[config.mk]
export PLATFORM = sky130hd
export DESIGN_NAME = osc_select_ctrl
export DESIGN_NICKNAME = d
export VERILOG_FILES = /design/src/hw/osc_frc_divider.v /design/src/hw/osc_select_ctrl.v
export VERILOG_INCLUDE_DIRS = /design/src /design/src/hw
export SDC_FILE = /design/constraint.sdc
export NUM_CORES = 1
export LEC_CHECK = 0
export BUFFER_PORTS_ARGS = -buffer_cell sky130_fd_sc_hd__buf_2
export CAP_MARGIN = 20
export CELL_PAD_IN_SITES_DETAIL_PLACEMENT = 1
export CELL_PAD_IN_SITES_GLOBAL_PLACEMENT = 2
export CORE_UTILIZATION = 34
export DETAILED_ROUTE_END_ITERATION = 12
export GPL_ROUTABILITY_DRIVEN = 0
export HOLD_SLACK_MARGIN = 0.05
export PLACE_DENSITY_LB_ADDON = 0.2
export SKIP_LAST_GASP = 1
export SLEW_MARGIN = 20
export SYNTH_ARGS = -nofsm -noshare
export SYNTH_HDL_FRONTEND = slang
export SYNTH_SLANG_ARGS = --single-unit
[constraint.sdc]
create_clock -name clock_i -period 4.2 [get_ports clock_i]
set_input_delay 0.63 -clock clock_i [delete_from_list [all_inputs] [get_ports clock_i]]
set_output_delay 0.63 -clock clock_i [all_outputs]
set_load 0.02 [all_outputs]
[src/hw/osc_defines.vh]
// oscillator select control: register offsets, field positions, codes and timing counts
// assumes inclusion by bare name from the design files
`ifndef OSC_DEFINES_VH
`define OSC_DEFINES_VH

// register map
`define OSC_ADDR_W        4
`define OSC_CTRL_ADDR     4'h0
`define OSC_UNLOCK_ADDR   4'h4
`define OSC_STATUS_ADDR   4'h8

// unlock keys, written in order to the unlock register
`define OSC_KEY1          32'hAA996655
`define OSC_KEY2          32'h556699AA

// control register fields
`define OSC_DIV_HI        26
`define OSC_DIV_LO        24
`define OSC_ACT_HI        14
`define OSC_ACT_LO        12
`define OSC_REQ_HI        10
`define OSC_REQ_LO        8
`define OSC_LOCK_BIT      7
`define OSC_SLEEP_BIT     4
`define OSC_FAIL_BIT      3
`define OSC_SEC_BIT       1
`define OSC_SWEN_BIT      0

// status register fields
`define OSC_ST_UNLOCK_BIT 0
`define OSC_ST_BUSY_BIT   1

// reset values
`define OSC_DIV_RST       3'h0

// source codes
`define OSC_SRC_FAST_RC_DIVIDER    3'h0
`define OSC_SRC_PLL       3'h1
`define OSC_SRC_PRIMARY   3'h2
`define OSC_SRC_RSVD      3'h3
`define OSC_SRC_SECOND    3'h4
`define OSC_SRC_LOW_POWER_RC      3'h5
`define OSC_SRC_RSVD6     3'h6
`define OSC_SRC_RSVD7     3'h7

// divider codes and divisor widths
`define OSC_DIV_CODE_MAX  3'h7
`define OSC_DIV_CNT_W     8
`define OSC_DIV_CNT_ZERO  8'h00

// switch settle time in ns, and its cycle count at 125 MHz
`define OSC_SWITCH_NS     200
`define OSC_CLK_NS        8
`define OSC_SWITCH_CYC    ((`OSC_SWITCH_NS + `OSC_CLK_NS - 1) / `OSC_CLK_NS)
`define OSC_SW_CNT_W      8

`endif

[src/hw/osc_frc_divider.v]
// fast rc divider: turns the raw fast rc tick into a divided one-cycle enable
// assumes frc_tick_i is a one-cycle pulse synchronous to clock_i
`timescale 1ns/1ps
`include "osc_defines.vh"

module osc_frc_divider (
	// clock and reset
	input  wire       clock_i,
	input  wire       sys_rst_i,
	// control
	input  wire [2:0] div_code_i,
	input  wire       frc_tick_i,
	// divided enable
	output reg        div_tick_o
);

	reg  [`OSC_DIV_CNT_W-1:0] cnt_q;
	reg  [`OSC_DIV_CNT_W-1:0] limit;

	// terminal count per code: 0,1,3,7,15,31,63,255 (divide by 1,2,4,8,16,32,64,256)
	always @* begin
		case (div_code_i)
			3'h0:    limit = 8'h00;
			3'h1:    limit = 8'h01;
			3'h2:    limit = 8'h03;
			3'h3:    limit = 8'h07;
			3'h4:    limit = 8'h0F;
			3'h5:    limit = 8'h1F;
			3'h6:    limit = 8'h3F;
			default: limit = 8'hFF;
		endcase
	end

	// count raw ticks, emit one tick at terminal count
	always @(posedge clock_i or posedge sys_rst_i) begin
		if (sys_rst_i) begin
			cnt_q      <= `OSC_DIV_CNT_ZERO;
			div_tick_o <= 1'b0;
		end else begin
			div_tick_o <= 1'b0;
			if (frc_tick_i) begin
				if (cnt_q >= limit) begin
					cnt_q      <= `OSC_DIV_CNT_ZERO;
					div_tick_o <= 1'b1;
				end else begin
					cnt_q <= cnt_q + 8'h01;
				end
			end
		end
	end

endmodule

[src/hw/osc_select_ctrl.v]
// oscillator select control: control register, unlock gate, switch sequencer, divider
// assumes a plain register port and configuration straps stable around reset release
// Function
// - divide fast rc by 1,2,4,8,16,32,64,256 per field bits 26:24
// - divider field resets to zero, fast rc undivided
// - read-only active source field at bits 14:12 shows current source
// - codes 110 and 111 select divided fast rc
// - writable requested source field at bits 10:8, same encoding
// - requested source loads from initial source configuration at reset
// - active source loads from initial source configuration at reset
// - lock bit 7 set freezes source and pll selections
// - wait enters sleep when bit 4 set, else idle
// - hardware sets clock fail bit 3 on monitor failure
// - bit 1 enables secondary oscillator
// - secondary enable loads from its configuration at reset
// - writing switch enable starts switch; hardware clears it when done
// - switch enable resets to two-speed startup configuration value
// - control writes ignored unless unlock sequence completed
// - unimplemented bits read as zero
`timescale 1ns/1ps
`include "osc_defines.vh"

module osc_select_ctrl #(
	parameter SWITCH_CYC = `OSC_SWITCH_CYC
) (
	// clock and reset
	input  wire                   clock_i,
	input  wire                   sys_rst_i,
	// register port
	input  wire [`OSC_ADDR_W-1:0] reg_addr_i,
	input  wire [31:0]            reg_wdata_i,
	input  wire                   reg_wr_i,
	input  wire                   reg_rd_i,
	output reg  [31:0]            reg_rdata_o,
	// configuration straps
	input  wire [2:0]             initial_source_cfg_i,
	input  wire                   two_speed_startup_cfg_i,
	input  wire                   secondary_osc_cfg_i,
	// system events
	input  wire                   fail_safe_monitor_fail_i,
	input  wire                   wait_exec_i,
	input  wire                   frc_tick_i,
	// clock controls
	output reg  [2:0]             active_source_o,
	output reg                    secondary_osc_enable_o,
	output reg                    frc_div_tick_o,
	output reg                    sleep_enter_o,
	output reg                    idle_enter_o
);

	////////////////////////////////////////////////////////////////////////////////
	// state

	localparam ST_IDLE   = 2'h0;
	localparam ST_SETTLE = 2'h1;
	localparam ST_DONE   = 2'h2;

	reg  [2:0]                div_q;
	reg  [2:0]                act_q;
	reg  [2:0]                req_q;
	reg                       lock_q;
	reg                       sleep_q;
	reg                       fail_q;
	reg                       sec_q;
	reg                       swen_q;
	reg  [1:0]                key_q;
	reg  [1:0]                st_q;
	reg  [`OSC_SW_CNT_W-1:0]  cnt_q;
	reg                       strap_q;
	wire                      div_tick;
	wire                      wr_ctrl;
	wire                      wr_unlk;
	wire                      unlocked;
	wire                      switch_done;
	reg  [31:0]               ctrl_word;

	assign unlocked    = (key_q == 2'h2);
	assign wr_ctrl     = reg_wr_i && (reg_addr_i == `OSC_CTRL_ADDR) && unlocked;
	assign wr_unlk     = reg_wr_i && (reg_addr_i == `OSC_UNLOCK_ADDR);
	assign switch_done = (st_q == ST_DONE);

	////////////////////////////////////////////////////////////////////////////////
	// unlock sequence: key1 then key2 opens one control write

	always @(posedge clock_i or posedge sys_rst_i) begin
		if (sys_rst_i) begin
			key_q <= 2'h0;
		end else if (wr_unlk) begin
			if (reg_wdata_i == `OSC_KEY1)
				key_q <= 2'h1;
			else if (reg_wdata_i == `OSC_KEY2 && key_q == 2'h1)
				key_q <= 2'h2;
			else
				key_q <= 2'h0;
		end else if (wr_ctrl) begin
			key_q <= 2'h0; // one write per unlock
		end
	end

	////////////////////////////////////////////////////////////////////////////////
	// control register fields

	always @(posedge clock_i or posedge sys_rst_i) begin
		if (sys_rst_i) begin
			div_q   <= `OSC_DIV_RST;
			lock_q  <= 1'b0;
			sleep_q <= 1'b0;
			fail_q  <= 1'b0;
			strap_q <= 1'b1;
			act_q   <= `OSC_SRC_FAST_RC_DIVIDER;
			req_q   <= `OSC_SRC_FAST_RC_DIVIDER;
			sec_q   <= 1'b0;
			swen_q  <= 1'b0;
		end else begin
			strap_q <= 1'b0;
			if (strap_q) begin
				// straps caught on the first edge after release
				act_q  <= initial_source_cfg_i;
				req_q  <= initial_source_cfg_i;
				sec_q  <= secondary_osc_cfg_i;
				swen_q <= two_speed_startup_cfg_i;
			end else begin
				if (wr_ctrl) begin
					div_q   <= reg_wdata_i[`OSC_DIV_HI:`OSC_DIV_LO];
					sleep_q <= reg_wdata_i[`OSC_SLEEP_BIT];
					sec_q   <= reg_wdata_i[`OSC_SEC_BIT];
					if (!lock_q) begin
						lock_q <= reg_wdata_i[`OSC_LOCK_BIT];
						req_q  <= reg_wdata_i[`OSC_REQ_HI:`OSC_REQ_LO];
					end
				end
				// completion clears enable; a start written while enable is still set is ignored
				if (wr_ctrl && !lock_q && reg_wdata_i[`OSC_SWEN_BIT] && !swen_q)
					swen_q <= 1'b1;
				else if (switch_done)
					swen_q <= 1'b0;
				if (switch_done)
					act_q <= req_q;
			end
			// hardware set wins over a software clear, strap cycle included
			if (fail_safe_monitor_fail_i)
				fail_q <= 1'b1;
			else if (wr_ctrl && !strap_q)
				fail_q <= reg_wdata_i[`OSC_FAIL_BIT];
		end
	end

	////////////////////////////////////////////////////////////////////////////////
	// switch sequencer: settle then commit

	always @(posedge clock_i or posedge sys_rst_i) begin
		if (sys_rst_i) begin
			st_q  <= ST_IDLE;
			cnt_q <= {`OSC_SW_CNT_W{1'b0}};
		end else begin
			case (st_q)
				ST_IDLE: begin
					cnt_q <= {`OSC_SW_CNT_W{1'b0}};
					if (swen_q && !strap_q)
						st_q <= ST_SETTLE;
				end
				ST_SETTLE: begin
					cnt_q <= cnt_q + 8'h01;
					if (cnt_q >= SWITCH_CYC[`OSC_SW_CNT_W-1:0] - 8'h01)
						st_q <= ST_DONE;
				end
				ST_DONE: begin
					st_q <= ST_IDLE;
				end
				default: begin
					st_q <= ST_IDLE;
				end
			endcase
		end
	end

	////////////////////////////////////////////////////////////////////////////////
	// divider

	osc_frc_divider osc_frc_divider_i (
		.clock_i    (clock_i),
		.sys_rst_i  (sys_rst_i),
		.div_code_i (div_q),
		.frc_tick_i (frc_tick_i),
		.div_tick_o (div_tick)
	);

	////////////////////////////////////////////////////////////////////////////////
	// read data and outputs

	always @* begin
		ctrl_word                            = 32'h00000000;
		ctrl_word[`OSC_DIV_HI:`OSC_DIV_LO]   = div_q;
		ctrl_word[`OSC_ACT_HI:`OSC_ACT_LO]   = act_q;
		ctrl_word[`OSC_REQ_HI:`OSC_REQ_LO]   = req_q;
		ctrl_word[`OSC_LOCK_BIT]             = lock_q;
		ctrl_word[`OSC_SLEEP_BIT]            = sleep_q;
		ctrl_word[`OSC_FAIL_BIT]             = fail_q;
		ctrl_word[`OSC_SEC_BIT]              = sec_q;
		ctrl_word[`OSC_SWEN_BIT]             = swen_q;
	end

	always @(posedge clock_i or posedge sys_rst_i) begin
		if (sys_rst_i) begin
			reg_rdata_o            <= 32'h00000000;
			active_source_o        <= `OSC_SRC_FAST_RC_DIVIDER;
			secondary_osc_enable_o <= 1'b0;
			frc_div_tick_o         <= 1'b0;
			sleep_enter_o          <= 1'b0;
			idle_enter_o           <= 1'b0;
		end else begin
			reg_rdata_o <= 32'h00000000;
			if (reg_rd_i) begin
				case (reg_addr_i)
					`OSC_CTRL_ADDR:   reg_rdata_o <= ctrl_word;
					`OSC_STATUS_ADDR: reg_rdata_o <= {30'h0, (st_q != ST_IDLE), unlocked};
					default:          reg_rdata_o <= 32'h00000000;
				endcase
			end
			// reserved codes 6 and 7 fall back to divided fast rc; reserved code 3 passes through
			if (act_q == `OSC_SRC_RSVD6 || act_q == `OSC_SRC_RSVD7)
				active_source_o <= `OSC_SRC_FAST_RC_DIVIDER;
			else
				active_source_o <= act_q;
			secondary_osc_enable_o <= sec_q;
			frc_div_tick_o         <= div_tick;
			sleep_enter_o          <= wait_exec_i && sleep_q;
			idle_enter_o           <= wait_exec_i && !sleep_q;
		end
	end

endmodule

==> results.json, run 1 <==
{
  "pin_count": 87,
  "ys_warn_count": 0,
  "synth-main-ff-cell": "dfrtp_1",
  "finalMaxSlewViolations": 0,
  "iteration_count_of_the_initial_detailed_routing_pass": 3,
  "syn_to_final_growth_pct": 19.08,
  "synthCells": 272,
  "via_per_inst": 4.916,
  "rsz0062_at_grt": "no",
  "number_of_antenna_violations_at_the_first_check_in_global_routing": 0,
  "yosys.cell_types.count": 46,
  "timing_worst_slew_pin_value_ps": 837.5,
  "cp-start-kind": "flip-flop",
  "timing.critical_path.arrival_ps": 2340,
  "cts_inserted_buffers": 9,
  "syn-mean-instance-area_um2": 10.75,
  "timing.fmax_mhz": 464.5,
  "routedWlPerCell_um": 14.92,
  "synth_top_area_share": 0.4790,
  "ctsRootBufferMaster": "clkbuf_8",
  "ys_ff_latch": 57,
  "most_frequent_cells_in_the_layout": "68 x buf_2, 56 x dfrtp_1, 19 x conb_1",
  "hold_class": "reg -> reg",
  "period_minus_slack_ps": 2153,
  "tritoncts": "yes",
  "maximum_number_of_pins_on_one_net_before_global_route_repair": 39,
  "cap_violations": 0,
  "run_status": "complete, no violations",
  "seq_power_share": 0.482,
  "critical_path.endpoint_type": "flip-flop",
  "route.detailed.drc": 0,
  "final_layout_size_suffix_gt1_frac": 0.2829,
  "timing.final.hold_violations": 0,
  "maximum_fanout_encountered_on_the_critical_timing_path": 9,
  "post_synthesis_instance_area_um2": 2925,
  "n_antenna_cell": 0,
  "async_reset_ff_frac": 1.000,
  "count_of_cells_along_the_worst_register_to_register_path": 6,
  "comb_power_share": 0.212,
  "dp.final_hpwl_mm": 5.202,
  "slew_headroom": 0.4408,
  "sw_frac_of_total": 0.3219,
  "width_of_the_die_um": 94.76,
  "synthTopCellsByArea": "dfrtp_1 48%, nor4bb_1 4.8%, ha_1 4.7%",
  "drt_iter0_drc": 45,
  "clock-skew-final_ps": 9.990,
  "clkLatencyLatePin_ps": 330,
  "clock_tree.htree_level_count": 3,
  "cts-resized-gates": 0,
  "via_count": 2237,
  "rows": 33,
  "final.setup.tns_ps": 0,
  "finalWirelength_mm": 6.788,
  "hold-path-cell-count": 0,
  "first_pass_grt_wire_length_mm": 11.49,
  "die_area_um2": 8979,
  "cts_max_path_buffers": 2,
  "final_common_cell": "buf_2",
  "net-switching-power_mw": 0.4765,
  "final_net_count": 404,
  "leakage_nw": 1.765,
  "power.internal_mw": 1.004,
  "start_util": 0.3542,
  "design.core.area_um2": 8258,
  "timing.setup.critical_path_class": "reg -> reg",
  "worstPathRequired_ps": 4390,
  "fill_cells": 931,
  "finalPower_mw": 1.480,
  "grt_pass1_vias": 2370,
  "antenna_violating_nets_post_route": 0,
  "finalSetupViolCount": 0,
  "final_min_period_over_clock_period": 0.5126,
  "power_density_nw_per_um2": 425.0,
  "port_buf_inserts": 68,
  "global_route.usage.total": 0.1691,
  "synth.largest_area_cell": "dfrtp_1",
  "synth_enable_flop_cells": 0,
  "cts-hold-fix-buffers": 0,
  "p_clk_frac": 0.306,
  "cts_setup_buffers": 0,
  "peakVddDrop_mv": 0.1222,
  "die-height_um": 94.76,
  "cts_sinks": 57,
  "cts.reportedPaths.clkPinSlew_ps": 70,
  "gr-total-overflow": 0,
  "synth-seq-area-share": 0.4880
}
-- critical path, cell delays in order, from the launching register on --
cell	delay (ps)
dfrtp_1	450
or3_1	370
ha_1	270
nand2b_1	90
a31oi_1	90
o31ai_2	550
o21ai_0	190
-- power groups by stage --
| stage | clock (mW) | sequential, mW | combinational (mW) |
|---|---|---|---|
| floorplan | 0 | 0.694 | 0.243 |
| global placement | 0 | 0.722 | 0.303 |
| finish | 0.453 | 0.713 | 0.314 |
| detailed placement | 0 | 0.724 | 0.320 |
| global route | 0.498 | 0.730 | 0.363 |
| CTS | 0.470 | 0.714 | 0.321 |
-- path summary, 6_finish.rpt --
check / start / endpoint / slack (ps)
worst max-delay path: div_q[1]$_DFFE_PP0P_ / osc_frc_divider_i.cnt_q[0]$_DFFE_PP0P_ / 2050
worst min-delay path: osc_frc_divider_i.div_tick_o$_DFF_PP0_ / frc_div_tick_o$_DFF_PP0_ / 360
worst max register to register: div_q[1]$_DFFE_PP0P_ / osc_frc_divider_i.cnt_q[0]$_DFFE_PP0P_ / 2050
worst min register to register: osc_frc_divider_i.div_tick_o$_DFF_PP0_ / frc_div_tick_o$_DFF_PP0_ / 360
max in group asynchronous: sys_rst_i / reg_rdata_o[26]$_DFF_PP0_ / 2940
min in group asynchronous: sys_rst_i / osc_frc_divider_i.div_tick_o$_DFF_PP0_ / 460
-- cell families (layout without fill, tap and decap cells) --
| family | Yosys count | in the layout | share of synthesized area |
|---|---|---|---|
| XOR/XNOR | 5 | 5 | 0.01497 |
| flip-flops | 57 | 57 | 0.4880 |
| other | 1 | 19 | 0.001282 |
| buffers and inverters | 36 | 96 | 0.06972 |
| multiplexers | 18 | 18 | 0.06886 |
| AO/OA/AOI/OAI | 40 | 40 | 0.09153 |
| AND/OR/NAND/NOR | 104 | 104 | 0.2186 |
| adder cells (fa/ha/maj) | 11 | 11 | 0.04705 |
-- synthesized netlist by cell type (7+ instances only) --
master,number
o21ai_0,7
nor2_1,17
mux2_2,11
ha_1,11
dfrtp_1,56
nor4bb_1,14
buf_4,18
inv_1,11
nand2_1,13
a21oi_1,9
and2_1,13
nand3_1,14
-- stage by stage --
step             util  setup slack (ps)  area (um2)  instances  hold WS (ps)
2_1_floorplan       -              2172        2993        290         331.2
3_3_place_gp   0.4008              2032        3309        439         344.9
3_5_place_dp   0.4008              1993        3309        439         355.1
4_1_cts        0.4218              2014        3483        455         371.0
5_1_grt        0.4218              1823        3483        455         372.9
6_report       0.4218              2047        3483        455         364.4
-- per-layer routing --
| metal | up-vias | wire [um] | GRT usage | part of all wire |
|---|---|---|---|---|
| met5 | - | 0 | 0 | 0 |
| met4 | 0 | 61 | 0.04924 | 0.0090 |
| met3 | 6 | 284 | 0.04831 | 0.042 |
| met2 | 53 | 3287 | 0.2734 | 0.48 |
| met1 | 1098 | 3154 | 0.2191 | 0.46 |
| li1 | 1080 | - | - | - |
-- final cells by class --
class / instances / area (um2) / area share
Multi-Input combinational cell: 197 / 1361 / 0.3908
Timing Repair Buffer: 69 / 347.8 / 0.09986
Tap cell: 105 / 131.4 / 0.03772
Clock buffer: 13 / 158.9 / 0.04562
Clock inverter: 3 / 15.01 / 0.004310
Inverter: 11 / 41.29 / 0.01185
Sequential cell: 57 / 1428 / 0.4098
-- registers in the layout, indices dropped and copies added, names as in the netlist, 2 cells and up --
name                     flops
reg_rdata_o                 14
cnt_q                        8
osc_frc_divider_i.cnt_q      8
act_q                        3
active_source_o              3
div_q                        3
req_q                        3
key_q                        2
st_q                         2
(Power assumes the default switching activity.)
==> inputs of run 2 (changes only) <==
Settings changed: CORE_UTILIZATION 34 to 32.
Clock period 4.2 ns to 2.03 ns, I/O delays scaled along.
==> results.json, run 2 (synthesis results as in run 1) <==
{
  "final_common_cell": "buf_2",
  "dp.final_hpwl_mm": 5.087,
  "hold_class": "in -> reg",
  "die-height_um": 97.61,
  "clkLatencyLatePin_ps": 330,
  "count_of_cells_along_the_worst_register_to_register_path": 7,
  "design_area_um2": 3616,
  "final_layout_size_suffix_gt1_frac": 0.3006,
  "timing.fmax_mhz": 519.4,
  "final_net_count": 410,
  "worst_path_max_delay_cell": "dfrtp_2",
  "setup.worst_path.end": "osc_frc_divider_i.div_tick_o$_DFF_PP0_",
  "finalWirelength_mm": 6.924,
  "finalSetupViolCount": 0,
  "cp_slowest_stage_delay_ps": 460,
  "timing.critical_path.cells": "or3_1, ha_1, nand2b_1, a31oi_1, o31ai_2, buf_4, and2_1",
  "setup_slack_placement_ps": 113.9,
  "peakVddDrop_mv": 0.3542,
  "rsz0062_at_grt": "no",
  "start_util": 0.3322,
  "syn_to_final_growth_pct": 23.61,
  "critical_path.endpoint_type": "flip-flop",
  "critical_path.n_buffers_inverters": 1,
  "routedWlPerCell_um": 14.92,
  "port_buf_inserts": 68,
  "dpl_cell_area_um2": 3363,
  "critical_path.top_delay_family": "simple AND/OR/NAND/NOR gates",
  "crit_start": "div_q[1]$_DFFE_PP0P_",
  "cp-start-kind": "flip-flop",
  "registers.top_by_ff_count": "reg_rdata_o",
  "slew_headroom": 0.5645,
  "seq_power_share": 0.420,
  "gr-total-overflow": 0,
  "rows": 34,
  "die_area_um2": 9528,
  "timing.critical_path.depth": 7,
  "tritoncts": "yes",
  "final.hold.worst_slack_ps": 200.6,
  "number_of_antenna_violations_at_the_first_check_in_global_routing": 0,
  "via_per_inst": 4.894,
  "antenna_violating_nets_post_route": 0,
  "cap_violations": 0,
  "ctsRootBufferMaster": "clkbuf_8",
  "reg2reg_setup_slack_ps": 100,
  "finalMaxSlewViolations": 0,
  "via_count": 2271,
  "first_pass_grt_wire_length_mm": 12.03,
  "timing.rr.start": "div_q[1]$_DFFE_PP0P_",
  "clock-skew-final_ps": 9.824,
  "route.detailed.drc": 9,
  "run_status": "complete, but fails checks",
  "maximum_number_of_pins_on_one_net_before_global_route_repair": 58,
  "power.internal_mw": 2.417,
  "drt_iter0_drc": 75,
  "comb_power_share": 0.200,
  "largest_register_ffs": 14,
  "design.core.area_um2": 8806,
  "violations": "DRC",
  "timing.final.hold_violations": 0,
  "maximum_fanout_encountered_on_the_critical_timing_path": 9,
  "power_density_nw_per_um2": 954.9,
  "net-switching-power_mw": 1.036,
  "finalPower_mw": 3.453,
  "cts_inserted_buffers": 9,
  "timing_worst_slew_pin_value_ps": 636.8,
  "cts.reportedPaths.clkPinSlew_ps": 70,
  "pin_count": 87,
  "sw_frac_of_total": 0.3001,
  "regToRegEndpoint": "osc_frc_divider_i.div_tick_o$_DFF_PP0_",
  "final.setup.worst_slack_ps": 104.8,
  "timing.setup.critical_path_class": "reg -> reg",
  "largest_registers": "reg_rdata_o: 14 flops, cnt_q: 8 flops, osc_frc_divider_i.cnt_q: 8 flops",
  "width_of_the_die_um": 97.61,
  "cts_sinks": 57,
  "global_route.usage.total": 0.1606,
  "leakage_nw": 1.828,
  "grt_pass1_vias": 2386,
  "clock_tree.htree_level_count": 3,
  "n_antenna_cell": 0,
  "period_minus_slack_ps": 1925,
  "worstPathRequired_ps": 2250,
  "cts_max_path_buffers": 2,
  "final_min_period_over_clock_period": 0.9484,
  "fill_cells": 1013,
  "timing.critical_path.arrival_ps": 2150,
  "p_clk_frac": 0.380,
  "iteration_count_of_the_initial_detailed_routing_pass": 8,
  "most_frequent_cells_in_the_layout": "68 x buf_2, 55 x dfrtp_1, 19 x conb_1",
  "final.setup.tns_ps": 0
}
run 2: worst reg2reg max path, delay by kind of cell, from the launching register on:
family / cells / cell delay, ps
buffers and inverters: 1 / 170
AO/OA/AOI/OAI: 2 / 260
adder cells (fa/ha/maj): 1 / 270
AND/OR/NAND/NOR: 3 / 650
flip-flops: 1 / 460
run 2: power groups by stage:
stage	combinational, mW	sequential, mW	clock [mW]
after global placement	0.688	1.47	0
final	0.691	1.45	1.31
after floorplan	0.502	1.44	0
after detailed placement	0.704	1.48	0
after global routing	0.789	1.48	1.40
after CTS	0.708	1.45	1.34
run 2: how the worst min path moves through the flow:
stage	startpoint	endpoint	slack, ps	cells past startpoint
after floorplan	osc_frc_divider_i.div_tick_o$_DFF_PP0_	frc_div_tick_o$_DFF_PP0_	330	0
after global placement	osc_frc_divider_i.div_tick_o$_DFF_PP0_	frc_div_tick_o$_DFF_PP0_	340	0
after detailed placement	osc_frc_divider_i.div_tick_o$_DFF_PP0_	frc_div_tick_o$_DFF_PP0_	340	0
after CTS	secondary_osc_cfg_i	sec_q$_DFFE_PP0P_	190	3
after global routing	secondary_osc_cfg_i	sec_q$_DFFE_PP0P_	200	3
final	secondary_osc_cfg_i	sec_q$_DFFE_PP0P_	200	3
run 2: per-stage QoR:
step | utilization | instances
floorplan | - | 290
global placement | 0.3819 | 447
detailed placement | 0.3819 | 447
CTS | 0.4105 | 464
global route | 0.4106 | 464
finish | 0.4106 | 464
run 2: timing repair:
item	in CTS	in global routing
endpoints found under the hold margin	56	0
buffers inserted	0	0
hold buffers	1	0
setup endpoints to repair	0	1
resized for setup	0	1
run 2: layout make-up:
class,instances,area (um2),share of cell area
Clock buffer,9,123.9,0.03426
Clock inverter,7,117.6,0.03253
Inverter,11,41.29,0.01142
Multi-Input combinational cell,197,1361,0.3765
Sequential cell,57,1429,0.3952
Tap cell,108,135.1,0.03737
Timing Repair Buffer,75,407.9,0.1128
run 2: per-layer routing:
layer	GRT usage	routed length [um]	up-vias
met1	0.2228	3319	1122
met4	0.04545	33	0
met5	0	0	-
li1	-	-	1092
met2	0.2455	3276	55
met3	0.04317	295	2
